`src/verilog/tmrb_pkg.sv`:
```
package tmrb_pkg;
    // Register indices; byte address is four times the index
    localparam logic [3:0] IDX_CONTROL_A = 4'h0;
    localparam logic [3:0] IDX_CONTROL_B = 4'h1;
    localparam logic [3:0] IDX_EVENT_CONTROL = 4'h4;
    localparam logic [3:0] IDX_INTERRUPT_ENABLE = 4'h5;
    localparam logic [3:0] IDX_INTERRUPT_FLAGS = 4'h6;
    localparam logic [3:0] IDX_RUN_STATE = 4'h7;
    localparam logic [3:0] IDX_DEBUG_CONTROL = 4'h8;
    localparam logic [3:0] IDX_TEMPORARY_BYTE = 4'h9;
    localparam logic [3:0] IDX_COUNTER_LO = 4'ha;
    localparam logic [3:0] IDX_COUNTER_HI = 4'hb;
    localparam logic [3:0] IDX_COMPARE_LO = 4'hc;
    localparam logic [3:0] IDX_COMPARE_HI = 4'hd;
    // Field positions
    localparam int BIT_ENABLE = 0;
    localparam int BIT_CLOCK_SELECT_LO = 1;
    localparam int BIT_FOLLOW_A = 4;
    localparam int BIT_STANDBY_RUN = 6;
    localparam int BIT_OUT_EN = 4;
    localparam int BIT_INIT_LVL = 5;
    localparam int BIT_IMMEDIATE = 6;
    localparam int BIT_EVENT_EN = 0;
    localparam int BIT_EDGE = 4;
    localparam int BIT_FILTER = 6;
    localparam int BIT_CAPTURE = 0;
    localparam int BIT_DBG_RUN = 0;
    // Writable masks and reset values
    localparam logic [7:0] MASK_CONTROL_A = 8'h57;
    localparam logic [7:0] MASK_CONTROL_B = 8'h77;
    localparam logic [7:0] MASK_EVENT_CONTROL = 8'h51;
    localparam logic [7:0] MASK_BIT0 = 8'h01;
    localparam logic [7:0] RESET_BYTE = 8'h00;
    localparam logic [15:0] RESET_WORD = 16'h0000;
    // Mode and clock select codes
    typedef enum logic [2:0] {
        MODE_PERIODIC = 3'h0, MODE_TIMEOUT = 3'h1, MODE_CAPTURE_EVT = 3'h2,
        MODE_CAPTURE_FRQ = 3'h3, MODE_CAPTURE_PW = 3'h4, MODE_CAPTURE_FPW = 3'h5,
        MODE_SINGLE_SHOT = 3'h6, MODE_PWM8 = 3'h7
    } count_mode_t;
    typedef enum logic [1:0] {
        CLK_PERIPH = 2'h0, CLK_PERIPH_DIV2 = 2'h1, CLK_TYPE_A = 2'h2, CLK_RESERVED = 2'h3
    } clock_source_t;
    localparam int FILTER_SAMPLES = 4;
    localparam int TRIGGER_DELAY = 2;
    // Captured AHB address phase
    typedef struct packed {
        logic valid;
        logic write;
        logic mapped;
        logic [3:0] index;
    } ahb_addr_t;
endpackage

```
`src/verilog/timer_b.sv`:
```
`timescale 1ns/1ps
`default_nettype none
module timer_b
    import tmrb_pkg::*;
(
    input wire logic ref_clk_i,
    input wire logic rst_n_i,
    input wire logic hsel_i,
    input wire logic [31:0] haddr_i,
    input wire logic [1:0] htrans_i,
    input wire logic hwrite_i,
    input wire logic [2:0] hsize_i,
    input wire logic [31:0] hwdata_i,
    input wire logic hready_i,
    output logic hreadyout_o,
    output logic hresp_o,
    output logic [31:0] hrdata_o,
    input wire logic event_i,
    input wire logic type_a_tick_i,
    input wire logic type_a_restart_i,
    input wire logic sleep_standby_i,
    input wire logic sleep_powerdown_i,
    input wire logic cpu_halted_i,
    output logic wave_o,
    output logic event_o,
    output logic irq_o
);
    logic [7:0] ctrl_a_q, ctrl_b_q, evctl_q, inten_q, dbg_q, temp_q;
    logic [15:0] cnt_q, cmp_q;
    logic flag_q, run_q, hold_q, trig_q, immediate_output_on_event_q, en_prev_q, div_q, pwm_q, event_q;
    logic [FILTER_SAMPLES-1:0] sr_q;
    logic filt_q, sel_prev_q, raw_prev_q;
    ahb_addr_t ap_q;
    logic wt_q;
    logic [31:0] hrdata_q;

    count_mode_t mode;
    clock_source_t csel;
    logic enabled, active, tick, ss, pwm, oen;
    logic sel_sig, edge_hit, raw_edge, ev_take, immediate_output_on_event_hit, capture_flag_set;
    logic bus_do, bus_wr, bus_rd, cnt_wr;
    logic [7:0] lo, hi, rbyte;

    assign mode = count_mode_t'(ctrl_b_q[2:0]);
    assign csel = clock_source_t'(ctrl_a_q[BIT_CLOCK_SELECT_LO +: 2]);
    assign enabled = ctrl_a_q[BIT_ENABLE];
    assign ss = enabled && (mode == MODE_SINGLE_SHOT);
    assign pwm = enabled && (mode == MODE_PWM8);
    assign oen = ctrl_b_q[BIT_OUT_EN];
    assign lo = cmp_q[7:0];
    assign hi = cmp_q[15:8];

    // Power-down, and standby or debug halt while their run bits are clear, gate all counting
    assign active = enabled && !sleep_powerdown_i
        && !(sleep_standby_i && !ctrl_a_q[BIT_STANDBY_RUN])
        && !(cpu_halted_i && !dbg_q[BIT_DBG_RUN]);

    always_comb begin
        case (csel)
            CLK_PERIPH: tick = active;
            CLK_PERIPH_DIV2: tick = active && div_q;
            CLK_TYPE_A: tick = active && type_a_tick_i;
            default: tick = 1'b0;
        endcase
    end

    always_ff @(posedge ref_clk_i or negedge rst_n_i) begin
        if (!rst_n_i) begin
            div_q <= 1'b0;
        end else begin
            div_q <= active ? !div_q : 1'b0;
        end
    end

    // Noise filter on the undivided clock
    always_ff @(posedge ref_clk_i or negedge rst_n_i) begin
        if (!rst_n_i) begin
            sr_q <= '0;
            filt_q <= 1'b0;
        end else begin
            sr_q <= {sr_q[FILTER_SAMPLES-2:0], event_i};
            if ((&sr_q) || !(|sr_q)) begin
                filt_q <= sr_q[FILTER_SAMPLES-1];
            end
        end
    end

    assign sel_sig = evctl_q[BIT_FILTER] ? filt_q : event_i;
    assign edge_hit = evctl_q[BIT_EDGE] ? (sel_prev_q && !sel_sig) : (!sel_prev_q && sel_sig);
    // Events only act while enabled, stopped and outside the post-match tick
    assign ev_take = ss && evctl_q[BIT_EVENT_EN] && edge_hit && !run_q && !hold_q
        && !trig_q;
    // Unaligned path: a level change shorter than a clock can still be seen here, since raw_edge reaches wave_o unregistered
    assign raw_edge = evctl_q[BIT_EDGE] ? (raw_prev_q && !event_i) : (!raw_prev_q && event_i);
    assign immediate_output_on_event_hit = ss && ctrl_b_q[BIT_IMMEDIATE] && evctl_q[BIT_EVENT_EN] && raw_edge
        && !run_q && !hold_q && !trig_q;

    always_ff @(posedge ref_clk_i or negedge rst_n_i) begin
        if (!rst_n_i) begin
            sel_prev_q <= 1'b0;
            raw_prev_q <= 1'b0;
        end else begin
            sel_prev_q <= sel_sig;
            raw_prev_q <= event_i;
        end
    end

    // AHB-Lite slave, one wait state per transfer
    assign bus_do = ap_q.valid && !wt_q;
    assign bus_wr = bus_do && ap_q.write && ap_q.mapped;
    assign bus_rd = bus_do && !ap_q.write && ap_q.mapped;
    assign cnt_wr = bus_wr && (ap_q.index == IDX_COUNTER_HI);
    assign hreadyout_o = !ap_q.valid || wt_q;
    assign hresp_o = 1'b0;
    assign hrdata_o = hrdata_q;

    always_ff @(posedge ref_clk_i or negedge rst_n_i) begin
        if (!rst_n_i) begin
            ap_q <= '0;
            wt_q <= 1'b0;
        end else begin
            if (hready_i) begin
                ap_q.valid <= hsel_i && htrans_i[1];
                ap_q.write <= hwrite_i;
                ap_q.mapped <= (haddr_i[31:6] == 26'h0) && (haddr_i[1:0] == 2'h0);
                ap_q.index <= haddr_i[5:2];
                wt_q <= 1'b0;
            end else if (ap_q.valid) begin
                wt_q <= 1'b1;
            end
        end
    end

    always_comb begin
        case (ap_q.index)
            IDX_CONTROL_A: rbyte = ctrl_a_q;
            IDX_CONTROL_B: rbyte = ctrl_b_q;
            IDX_EVENT_CONTROL: rbyte = evctl_q;
            IDX_INTERRUPT_ENABLE: rbyte = inten_q;
            IDX_INTERRUPT_FLAGS: rbyte = {7'h00, flag_q};
            IDX_RUN_STATE: rbyte = {7'h00, run_q};
            IDX_DEBUG_CONTROL: rbyte = dbg_q;
            IDX_TEMPORARY_BYTE: rbyte = temp_q;
            IDX_COUNTER_LO: rbyte = cnt_q[7:0];
            IDX_COUNTER_HI: rbyte = temp_q;
            IDX_COMPARE_LO: rbyte = cmp_q[7:0];
            IDX_COMPARE_HI: rbyte = temp_q;
            default: rbyte = RESET_BYTE;
        endcase
    end

    always_ff @(posedge ref_clk_i or negedge rst_n_i) begin
        if (!rst_n_i) begin
            hrdata_q <= 32'h0;
        end else if (bus_do) begin
            hrdata_q <= bus_rd ? {24'h0, rbyte} : 32'h0;
        end
    end

    // Control registers
    always_ff @(posedge ref_clk_i or negedge rst_n_i) begin
        if (!rst_n_i) begin
            ctrl_a_q <= RESET_BYTE;
            ctrl_b_q <= RESET_BYTE;
            evctl_q <= RESET_BYTE;
            inten_q <= RESET_BYTE;
            dbg_q <= RESET_BYTE;
        end else if (bus_wr) begin
            case (ap_q.index)
                IDX_CONTROL_A: ctrl_a_q <= hwdata_i[7:0] & MASK_CONTROL_A;
                IDX_CONTROL_B: ctrl_b_q <= hwdata_i[7:0] & MASK_CONTROL_B;
                IDX_EVENT_CONTROL: evctl_q <= hwdata_i[7:0] & MASK_EVENT_CONTROL;
                IDX_INTERRUPT_ENABLE: inten_q <= hwdata_i[7:0] & MASK_BIT0;
                IDX_DEBUG_CONTROL: dbg_q <= hwdata_i[7:0] & MASK_BIT0;
                default: ;
            endcase
        end
    end

    // Temporary byte: low-byte write parks data, low-byte read parks the high half
    always_ff @(posedge ref_clk_i or negedge rst_n_i) begin
        if (!rst_n_i) begin
            temp_q <= RESET_BYTE;
        end else if (bus_wr && (ap_q.index == IDX_TEMPORARY_BYTE || ap_q.index == IDX_COUNTER_LO
                || ap_q.index == IDX_COMPARE_LO)) begin
            temp_q <= hwdata_i[7:0];
        end else if (bus_rd && ap_q.index == IDX_COUNTER_LO) begin
            temp_q <= cnt_q[15:8];
        end else if (bus_rd && ap_q.index == IDX_COMPARE_LO) begin
            temp_q <= cmp_q[15:8];
        end
    end

    always_ff @(posedge ref_clk_i or negedge rst_n_i) begin
        if (!rst_n_i) begin
            cmp_q <= RESET_WORD;
        end else if (bus_wr && ap_q.index == IDX_COMPARE_HI) begin
            cmp_q <= {hwdata_i[7:0], temp_q};
        end
    end

    // Single-shot sequencing: event, two-clock trigger pipeline, run until match
    always_ff @(posedge ref_clk_i or negedge rst_n_i) begin
        if (!rst_n_i) begin
            trig_q <= 1'b0;
            run_q <= 1'b0;
            hold_q <= 1'b0;
            immediate_output_on_event_q <= 1'b0;
            en_prev_q <= 1'b0;
        end else begin
            en_prev_q <= ss;
            trig_q <= ev_take;
            if (!ss) begin
                run_q <= 1'b0;
                hold_q <= 1'b0;
                immediate_output_on_event_q <= 1'b0;
            end else begin
                if (immediate_output_on_event_hit) begin
                    immediate_output_on_event_q <= 1'b1;
                end else if (trig_q) begin
                    immediate_output_on_event_q <= 1'b0;
                end
                if (trig_q || !en_prev_q) begin
                    run_q <= 1'b1;
                end else if (run_q && tick && cnt_q == cmp_q) begin
                    run_q <= 1'b0;
                    hold_q <= 1'b1;
                end else if (hold_q && tick) begin
                    hold_q <= 1'b0;
                end
            end
        end
    end

    // Counter: bus write, then restarts, then counting
    always_ff @(posedge ref_clk_i or negedge rst_n_i) begin
        if (!rst_n_i) begin
            cnt_q <= RESET_WORD;
        end else if (cnt_wr) begin
            cnt_q <= {hwdata_i[7:0], temp_q};
        end else if (enabled && ctrl_a_q[BIT_FOLLOW_A] && type_a_restart_i) begin
            cnt_q <= RESET_WORD;
        end else if (ss && trig_q) begin
            cnt_q <= RESET_WORD;
        end else if (tick) begin
            if (ss) begin
                if (run_q && cnt_q != cmp_q) begin
                    cnt_q <= cnt_q + 16'h1;
                end
            end else if (pwm) begin
                cnt_q <= (cnt_q[7:0] == lo) ? RESET_WORD : {8'h00, cnt_q[7:0] + 8'h1};
            end else begin
                cnt_q <= cnt_q + 16'h1;
            end
        end
    end

    // PWM level; zero bytes force low, high above count keeps it high
    always_ff @(posedge ref_clk_i or negedge rst_n_i) begin
        if (!rst_n_i) begin
            pwm_q <= 1'b0;
        end else begin
            pwm_q <= pwm && (lo != 8'h00) && (hi != 8'h00)
                && (cnt_q[7:0] < hi);
        end
    end

    always_comb begin
        if (!oen) begin
            wave_o = 1'b0;
        end else if (ss) begin
            wave_o = run_q || immediate_output_on_event_q || immediate_output_on_event_hit;
        end else if (pwm) begin
            wave_o = pwm_q;
        end else begin
            wave_o = ctrl_b_q[BIT_INIT_LVL];
        end
    end

    // Capture flag, event strobe and interrupt; a set beats a same-cycle clear
    assign capture_flag_set = tick && ((ss && run_q && cnt_q == cmp_q)
        || (pwm && cnt_q[7:0] == lo));

    always_ff @(posedge ref_clk_i or negedge rst_n_i) begin
        if (!rst_n_i) begin
            flag_q <= 1'b0;
            event_q <= 1'b0;
        end else begin
            event_q <= capture_flag_set;
            if (capture_flag_set) begin
                flag_q <= 1'b1;
            end else if (bus_wr && ap_q.index == IDX_INTERRUPT_FLAGS
                    && hwdata_i[BIT_CAPTURE]) begin
                flag_q <= 1'b0;
            end
        end
    end

    assign event_o = event_q;
    assign irq_o = flag_q && inten_q[BIT_CAPTURE];
endmodule // timer_b
`default_nettype wire

```
`config.mk`:
```
export PLATFORM = sky130hd
export DESIGN_NAME = timer_b
export DESIGN_NICKNAME = d
export VERILOG_FILES = /design/src/verilog/tmrb_pkg.sv /design/src/verilog/timer_b.sv
export SDC_FILE = /design/constraint.sdc
export NUM_CORES = 1
export LEC_CHECK = 0
export BUFFER_PORTS_ARGS = -buffer_cell sky130_fd_sc_hd__clkbuf_2
export CELL_PAD_IN_SITES_DETAIL_PLACEMENT = 0
export CELL_PAD_IN_SITES_GLOBAL_PLACEMENT = 1
export CORE_ASPECT_RATIO = 1.1
export CORE_MARGIN = 3
export CORE_UTILIZATION = 45
export CTS_CLUSTER_SIZE = 14
export DETAILED_ROUTE_END_ITERATION = 10
export GPL_ROUTABILITY_DRIVEN = 1
export PLACE_DENSITY_LB_ADDON = 0.1
export SLEW_MARGIN = 20
export SYNTH_ARGS = -nofsm -noshare
export SYNTH_HDL_FRONTEND = slang
export SYNTH_SLANG_ARGS = --single-unit
```
`constraint.sdc`:
```
create_clock -name ref_clk_i -period 5.6 [get_ports ref_clk_i]
set_clock_uncertainty 0.05 [all_clocks]
set_input_delay 0.84 -clock ref_clk_i [delete_from_list [all_inputs] [get_ports ref_clk_i]]
set_output_delay 0.84 -clock ref_clk_i [all_outputs]
set_load 0.1 [all_outputs]
```
Word-level counts from Yosys, hierarchy flattened:

Index checks and enable logic that the tools add are counted.
Widths: inputs -> output; s select.

* register bits: 112
* input bits: 80
* logic and storage cells: 187

* add/sub/neg operators: 2
* order comparisons: 1
* equality and inequality tests: 23
* multiplexer cells: 35
* reduce and logical (&&, ||, !) cells: 99

Operator list (number)
* $mux 16: 7
* $pmux 8 s10: 1
* $logic_and 1x1->1: 53
* $mux 8: 5
* $logic_not 26->1: 1
* $eq 4x4->1 const B: 6
* $mux 1: 21
* $logic_not 1->1: 18
* $add 16x1->16 const B: 1
* $eq 16x16->1: 1
* $eq 4x3->1 const B: 4
* $ne 16x16->1: 1
* $reduce_bool 8->1: 2
* $reduce_and 2->1: 7
* $add 8x1->8 const B: 1
* $eq 8x8->1: 1
* $logic_or 1x1->1: 8
* $lt 8x8->1: 1
* $eq 3x3->1 const B: 2
* $ne 3x1->1 const B: 2
* $ne 5x1->1 const B: 1
* $eq 4x1->1 const B: 1
* $logic_not 2->1: 2
* $logic_not 4->1: 1
* other kinds (11): 12

Depth between registers and ports, before layout:

Gate-level depths: netlist of run 1.

* depth in word-level cells: 12
* gate-level depth with buffers: 11
* gate-level depth less buffers: 8

Worst setup path after synthesis of run 1:

No wires, ideal clock.

* path type: input-to-output
* from: input event_i
* to: output wave_o
* arrival: 2703 ps
* data required time: 4710 ps
* setup slack: 2007 ps
* cell stages on the path: 6
* path buffers: 0
* cells stage by stage: nand2b_1 o22ai_1 nand4_1 o21ai_0 a22oi_1 nor2b_1

* longest elaborated chain between the ends: 10
* elaborated cells between the ends (all ways): 11
* those cells by class: 3 x mux; 8 x reduce/logical

Ends and longest elaborated chain
* from (decl): line timer_b.sv:18 `input wire logic event_i,`
* $logic_not 1->1: line timer_b.sv:94 `assign raw_edge = evctl_q[BIT_EDGE] ? (raw_prev_q && !event_i) : (!raw_prev_q && event_i);`
* $logic_and 1x1->1: line timer_b.sv:94
* $mux 1 (*): line timer_b.sv:94
* $logic_and 1x1->1 (*): line timer_b.sv:95 `assign immediate_output_on_event_hit = ss && ctrl_b_q[BIT_IMMEDIATE] && evctl_q[BIT_EVENT_EN] && raw_edge`
* $logic_and 1x1->1 (*) (3 in a row): line timer_b.sv:96 `&& !run_q && !hold_q && !trig_q;`
* $logic_or 1x1->1 (*): line timer_b.sv:272 `wave_o = run_q || immediate_output_on_event_q || immediate_output_on_event_hit;`
* $mux 1 (*): line timer_b.sv:271 `end else if (ss) begin`
* $mux 1 (*): line timer_b.sv:269 `if (!oen) begin`
* to (decl): line timer_b.sv:24 `output logic wave_o,`

Mark *: on every way between the ends. The rest lies on a longest branch, timed or not.

Worst setup path after layout of run 1:

* from: register ctrl_a_q[0]
* to: output wave_o

* longest elaborated chain between the ends: 10
* elaborated cells between the ends (all ways): 12
* those cells by class: 3 x mux; 9 x reduce/logical

Ends and longest elaborated chain
* from (decl): line timer_b.sv:28 `logic [7:0] ctrl_a_q, ctrl_b_q, evctl_q, inten_q, dbg_q, temp_q;`
* from (signal assigned): line timer_b.sv:170 `IDX_CONTROL_A: ctrl_a_q <= hwdata_i[7:0] & MASK_CONTROL_A;`
* $logic_and 1x1->1 (*): line timer_b.sv:47 `assign ss = enabled && (mode == MODE_SINGLE_SHOT);`
* net ss: line timer_b.sv:39 `logic enabled, active, tick, ss, pwm, oen;`
* $logic_and 1x1->1 (3 in a row): line timer_b.sv:95
* $logic_and 1x1->1 (3 in a row): line timer_b.sv:96
* $logic_or 1x1->1: line timer_b.sv:272
* $mux 1 (*): line timer_b.sv:271
* $mux 1 (*): line timer_b.sv:269

The timed path passes the listed nets; every way through them passes the cells marked *.

==> results by group, run 1 <==
Hold path
  – HP Class: primary input to async pin

Worst setup path
  – Reg2Reg Setup Slack: about 2.8 ns
  – FF-to-FF path depth: 5
  – Worst r2r src: ap_q[2]
  – Worst Path Required: ~4.7 ns
  – Reg2reg end: temp_q[5]
  – CP peak stage delay: about 0.49 ns
  – Startpoint class of the critical path: flip-flop
  – CP endpoint kind: primary output
  – WP data arrival: around 2.6 ns
  – Slowest-stage cell, CP: dfrtp_1
  – CP cell instances: nand3_2 > or2_1 > inv_2 > nand4_1 > o21ai_0 > a22oi_1 > nor2b_1 > clkbuf_2
  – Worst-path fanout max: 6
  – Critical path type: flip-flop to primary output

Run
  – Maxcap violations: 0

Finish
  – Layout cells sized above 1: 0.227
  – Area used by multi-input combinational logic: 2730 um^2
  – Most common cell after layout, fill and taps aside: dfrtp_1
  – Ant diodes: 0
  – Fillers: 1044
  – Design area: just under 6000 um^2
  – Register area: about 2200 um^2
  – Commonest non-fill, non-tap cells in the layout: dfrtp_1 (87), clkbuf_2 (62), nand2_1 (41)
  – Fin cells: ~750
  – Nets: 684
  – Syn-to-layout area delta: 11.3%

Floorplanning
  – Rows: 40
  – Initial Util: 0.470
  – DIE AREA: roughly 13000 um^2
  – Chip width: 109 um
  – Num ports: roughly 120
  – Die height: about 120 um
  – Core ar.: ~11000 um^2

Global routing
  – GRT Resource Usage Total: 0.226
  – Initial antenna violation count: 0
  – First-pass GRT wire length: ~23000 um
  – Grt total ovfl: 0
  – Number of global-route vias before repair: ~4200
  – Largest net degree at the start of global routing: just under 90

Clock tree
  – Clk root buf: clkbuf_16
  – Buffer count from post-CTS setup fixing: 0
  – Clock buffer depth: 2
  – Post-cts resize count: 0
  – CTS Sinks: 87
  – Clock slew at reported path FFs: ~0.060 ns
  – # H-tree levels: 3
  – Hold-fix buffers, CTS: 0
  – Num CTS Buffers: 9
  – Clock Latency Late Sink: 0.34 ns
  – CTS tree: done

Synthesis
  – Ranking of synthesized cells by area: dfrtp_1 (42%), mux2_2 (7.5%), buf_4 (3.7%), o21ai_0 (3.4%), nand2_1 (2.9%)
  – Post-synth ARST share: 1.00
  – Sequential fraction of the synthesis area: 0.416
  – Synth Flop Type: dfrtp_1
  – Synth top area share: 0.416
  – Unique masters post-synth: 63
  – Top cell type by total area after synthesis: dfrtp_1
  – Mapped Avg Cell Area: ~9.5 um^2
  – Synth Register Bits: 87
  – Synth Instances: ~550
  – Number of flops mapped to enable cells by yosys: 0
  – Warnings, synthesis: 0
  – Cell Area, Synth: about 5200 um^2

Timing
  – Endpoints failing setup: 0
  – Actual slew at the worst max-slew pin: slightly below 1 ns
  – Total negative setup slack: 0 ns
  – RSZ-0062 raised after global routing: false
  – PnR worst setup slack: approximately 2.2 ns
  – Pins Over Slew Limit: 0
  – Fin crit share: 0.614
  – Fin. Hold Viols: 0
  – Tmin final: ~3.4 ns
  – Rel. slew slack: 0.358
  – FMAX: 0.291 GHz

Routing
  – Pre-Repair DR Iteration Count: 5
  – Vias: approximately 4300
  – # DRC: 0
  – Vias per inst: 5.81
  – Drt wl/cell: slightly below 20 um
  – ANT nets after route: 0
  – Wirelength, routed: 14500 um
  – Initial DRC count: about 260

Place
  – Inst Count DP: between 700 and 800
  – Routability cong.: 0.857
  – Pre-CTS WS: around 2.4 ns
  – DPL Wire Length: roughly 11000 um
  – Placed cell areas: around 5500 um^2
  – I/O Buffers: 63

Power and ir drop
  – VDD IR max: 174 uV
  – LEAKAGE: ~2.6 nW
  – Pwr/cell area: a little under 300 nW/um^2
  – Final Power: 1.71 mW

Run status
  – Status: complete, no violations
==> power by group <==
| part | switching, mW | total (mW) | internal, mW | leakage, nW |
|---|---|---|---|---|
| Clock | 0.264 | 0.623 | 0.360 | 0.137 |
| Combinational | 0.216 | 0.326 | 0.110 | 1.38 |
| Sequential | 0.0929 | 0.756 | 0.663 | 1.07 |
| Total | 0.572 | 1.71 | 1.13 | 2.59 |
==> per-layer routing <==
layer  part of all wire  up-vias  track usage
li1                   -     2035            -
met1               0.45     2157        0.313
met2               0.49      112        0.362
met3              0.044       25       0.0233
met4              0.022        0       0.0837
met5                  0        -            0
==> metrics by stage <==
stage	utilization	hold slack, ns
finish	0.524	0.223
global route	0.524	0.221
CTS	0.523	0.215
detailed placement	0.495	0.330
global placement	0.495	0.330
floorplan	-	0.317
==> flip-flops by register name, summed over array words and instances (netlist names), 3 cells and up <==
name and flops:
cmp_q 16, cnt_q 16, hrdata_o 8, temp_q 8, ap_q 7, ctrl_b_q 6
ctrl_a_q 5, sr_q 4, evctl_q 3
==> cell usage after synthesis, types with 5 or more instances <==
cell / number
a21oi_1: 24
xor2_1: 8
xnor2_1: 8
nand2b_1: 8
and2_1: 6
nand3_1: 16
o22ai_1: 8
nand2_1: 41
mux2_2: 35
clkbuf_1: 21
dfrtp_1: 87
a22o_1: 14
nor2_1: 31
nand4_1: 7
a32oi_1: 8
and3_1: 5
o21ai_0: 36
inv_1: 20
o211ai_1: 5
nor2b_1: 11
nor4_1: 13
buf_4: 26
nor3_1: 10
ha_1: 11
a31oi_1: 5
a22oi_1: 18
==> critical path, delay by kind of cell (launching register included) <==
| family | cells | cell delay, ns |
|---|---|---|
| AND/OR/NAND/NOR | 4 | 0.77 |
| buffers and inverters | 2 | 0.60 |
| flip-flops | 1 | 0.49 |
| AO/OA/AOI/OAI | 2 | 0.36 |
==> cell type report <==
cell class,count,share of cell area
inverters,22,0.0142
well taps,147,0.0316
flip-flops and latches,87,0.374
multi-input cells,407,0.468
repair buffers,66,0.0591
clock buffers,10,0.0411
clock inverters,6,0.0118
==> kinds of logic (layout without fill, tap and decap cells) <==
kind of cell,Yosys count,in the layout,synth area share
AOI/OAI and AO/OA,150,150,0.197
xor gates and xnor gates,16,16,0.0268
adders and majority gates,11,11,0.0263
buffers and inverters,78,104,0.0816
DFF,87,87,0.416
muxes,38,38,0.0811
other,1,25,0.000717
and+or+nand+nor,167,167,0.169
==> how the worst max path moves through the flow <==
| stage | startpoint | endpoint | slack, ns | cells after the start |
|---|---|---|---|---|
| 2_1_floorplan | event_i | wave_o | 2.01 | 6 |
| 3_3_place_gp | event_i | wave_o | 2.43 | 8 |
| 3_5_place_dp | event_i | wave_o | 2.41 | 8 |
| 4_1_cts | ctrl_a_q[0] | wave_o | 2.15 | 8 |
| 5_1_grt | ctrl_a_q[0] | wave_o | 2.00 | 8 |
| 6_report | ctrl_a_q[0] | wave_o | 2.16 | 8 |
(Power assumes the default switching activity.)
==> inputs of run 2 (changes only) <==
- ABC_AREA: unset -> 1
- CORE_UTILIZATION: 45 -> 39
- clock period: 5.6 -> 3.3 ns (I/O delays scaled with it)
==> run 2 against run 1 <==
Compared with the run above:
- non-clock buffer count up 2
- highest routed layer unchanged
- critical path type unchanged
- synthesized cell count up 38%
- design area up 5.4%
- sequential power up 48%
- setup slack worse by 1.6 ns
- largest cell class unchanged
==> results by group, run 2 <==
Run status
  – Status: complete, no violations

Power and ir drop
  – LEAKAGE: about 3.3 nW
  – Clock network power share: 0.395
  – Seq pwr share: 0.456
  – Sw Pwr: between 0.7 and 0.8 mW
  – Combinational cell fraction of total power: 0.149
  – Internal power: between 1.5 and 2 mW
  – VDD IR max: roughly 210 uV
  – Pwr/cell area: between 400 and 500 nW/um^2
  – Net Sw Frac: 0.316

Place
  – Inst Count DP: 995
  – I/O Buffers: 63
  – Placed cell areas: 5860 um^2
  – DPL Wire Length: between 10000 and 15000 um
  – Pre-CTS WS: between 0.8 and 0.9 ns
  – Routability cong.: slightly above 0.9

Finish
  – Final Util: 0.457
  – Fin cells: 1011
  – Fillers: 1449
  – Top flop regs: cmp_q: 16 flops, cnt_q: 16 flops
  – Most common cell after layout, fill and taps aside: nand2_1
  – Syn-to-layout area delta: 12.5%
  – Ant diodes: 0
  – Layout cells sized above 1: 0.151
  – Commonest non-fill, non-tap cells in the layout: nand2_1 (247), dfrtp_1 (87), inv_1 (84)
  – Nets: ~910
  – Design area: between 6000 and 7000 um^2

Timing
  – Endpoints failing setup: 0
  – Actual slew at the worst max-slew pin: 0.748 ns
  – FMAX: ~0.36 GHz
  – Pins Over Slew Limit: 0
  – PnR worst setup slack: approximately 0.51 ns
  – Total negative setup slack: 0 ns
  – Fin. Hold Viols: 0
  – RSZ-0062 raised after global routing: false
  – Fin crit share: 0.845
  – Tmin final: approximately 2.8 ns
  – Rel. slew slack: 0.498

Synthesis
  – Cell Area, Synth: between 5000 and 6000 um^2
  – Post-synth ARST share: 1.00
  – Unique masters post-synth: 46
  – Synth Flop Type: dfrtp_1
  – Synth Instances: about 760
  – Synth top area share: 0.399
  – Cell with the most instances after synthesis: nand2_1
  – Synth cell count leaders: nand2_1 (247), dfrtp_1 (87), inv_1 (84)
  – Sequential fraction of the synthesis area: 0.399
  – Number of flops mapped to enable cells by yosys: 0
  – Warnings, synthesis: 0
  – Synth Register Bits: between 80 and 90
  – Ranking of synthesized cells by area: dfrtp_1 (40%), nand2_1 (17%), inv_1 (5.8%), nand3_1 (5.1%), o21ai_0 (4.3%)
  – Top cell type by total area after synthesis: dfrtp_1
  – Mapped Avg Cell Area: approximately 7.2 um^2

Global routing
  – First-pass GRT wire length: about 26000 um
  – GRT Resource Usage Total: 0.221
  – Grt total ovfl: 0
  – Initial antenna violation count: 0
  – Number of global-route vias before repair: 4838
  – Largest net degree at the start of global routing: 48

Worst setup path
  – Reg2reg end: cnt_q[5]
  – Worst Path Required: approximately 2.8 ns
  – Most common cell on crit path: nand2_1
  – CP peak stage delay: between 0.4 and 0.5 ns
  – CP Launch Point: ctrl_a_q[0]
  – Critical path type: flip-flop to primary output
  – Critical Path Stages: 9
  – FF-to-FF path depth: 10
  – WP data arrival: between 2 and 2.5 ns
  – Reg2Reg Setup Slack: 1.10 ns
  – Worst-path fanout max: 9
  – Slowest-stage cell, CP: clkbuf_2
  – Startpoint class of the critical path: flip-flop
  – Delay-heaviest family, CP: simple AND/OR/NAND/NOR gates
  – CP endpoint kind: primary output
  – Buf/Inv on CP: 1
  – CP cell instances: nand3_2 > nor2_4 > nand2_1 > nor2_1 > nand2_1 > nand2_1 > nand2_1 > a21boi_1 > clkbuf_2
  – Worst r2r src: ap_q[6]

Clock tree
  – Post-cts resize count: 0
  – Clock Latency Late Sink: 0.35 ns
  – Clock buffer depth: 2
  – Num CTS Buffers: 9
  – CTS Sinks: slightly below 90
  – # H-tree levels: 3
  – Clock slew at reported path FFs: roughly 0.07 ns
  – CTS tree: done
  – Clk root buf: clkbuf_16
  – Buffer count from post-CTS setup fixing: 0
  – Hold-fix buffers, CTS: 0

Routing
  – Wirelength, routed: about 16000 um
  – # DRC: 0
  – ANT nets after route: 0
  – Vias per inst: 5.03
  – Drt wl/cell: between 15 and 20 um
  – Initial DRC count: about 350
  – Vias: a little over 5000
  – Pre-Repair DR Iteration Count: 5

Hold path
  – HP Class: primary input to async pin

Floorplanning
  – Core ar.: between 10000 and 15000 um^2
  – Die height: 130 um
  – Rows: 44
  – Initial Util: 0.406
  – DIE AREA: between 15000 and 20000 um^2
  – Chip width: 119 um
  – Num ports: 117

Run
  – Maxcap violations: 0
-- run 2: changes by cell type after synthesis, sizes merged, moves of 9 or more --
| cell | delta |
|---|---|
| a21oi | -9 |
| nor2b | -11 |
| nand2 | +229 |
| mux2 | -34 |
| nor2 | +28 |
| nand3 | +40 |
| clkbuf | -13 |
| a22oi | -17 |
| a22o | -14 |
| inv | +70 |
| o21ai | +17 |
-- run 2: layout make-up --
cell class                 instances  area, um^2  area share
clock buffer                      10         229      0.0373
clock inverter                     6        45.0     0.00734
inverter                          93         354      0.0577
multi-input combinational        563        2740       0.447
sequential                        87        2180       0.355
tap                              184         230      0.0375
timing repair buffer              68         355      0.0579
-- run 2: worst max path at each step --
stage	endpoint	slack, ns
global placement	wave_o	0.90
finish	wave_o	0.51
detailed placement	wave_o	0.89
CTS	wave_o	0.50
floorplan	wave_o	0.29
global route	wave_o	0.34
-- run 2: power groups by stage --
stage | clock network [mW] | logic [mW] | registers (mW)
floorplan | 0 | 0.287 | 1.13
global placement | 0 | 0.365 | 1.14
detailed placement | 0 | 0.367 | 1.14
CTS | 1.00 | 0.368 | 1.12
global route | 1.05 | 0.399 | 1.12
finish | 0.973 | 0.367 | 1.12
-- run 2: metrics by stage --
stage	power, mW	hold WS, ns
after CTS	2.49	0.138
after global placement	1.50	0.330
final	2.46	0.114
after detailed placement	1.51	0.341
after floorplan	1.42	0.149
after global routing	2.57	0.155
-- run 2: cell families after synthesis --
kind of cell | share of synthesized area
other | 0.000687
adder cells (fa/ha/maj) | 0.0252
XOR/XNOR | 0.0145
flip-flops | 0.399
AO/OA/AOI/OAI | 0.109
buffers and inverters | 0.114
multiplexers | 0.00206
AND/OR/NAND/NOR | 0.335
-- run 2: layer usage --
metal  share of wire  track usage  vias to the layer above
met2            0.45        0.355                      173
li1                -            -                     2513
met5               0            0                        -
met3           0.064       0.0338                       22
met1            0.46        0.302                     2378
met4           0.023       0.0859                        0
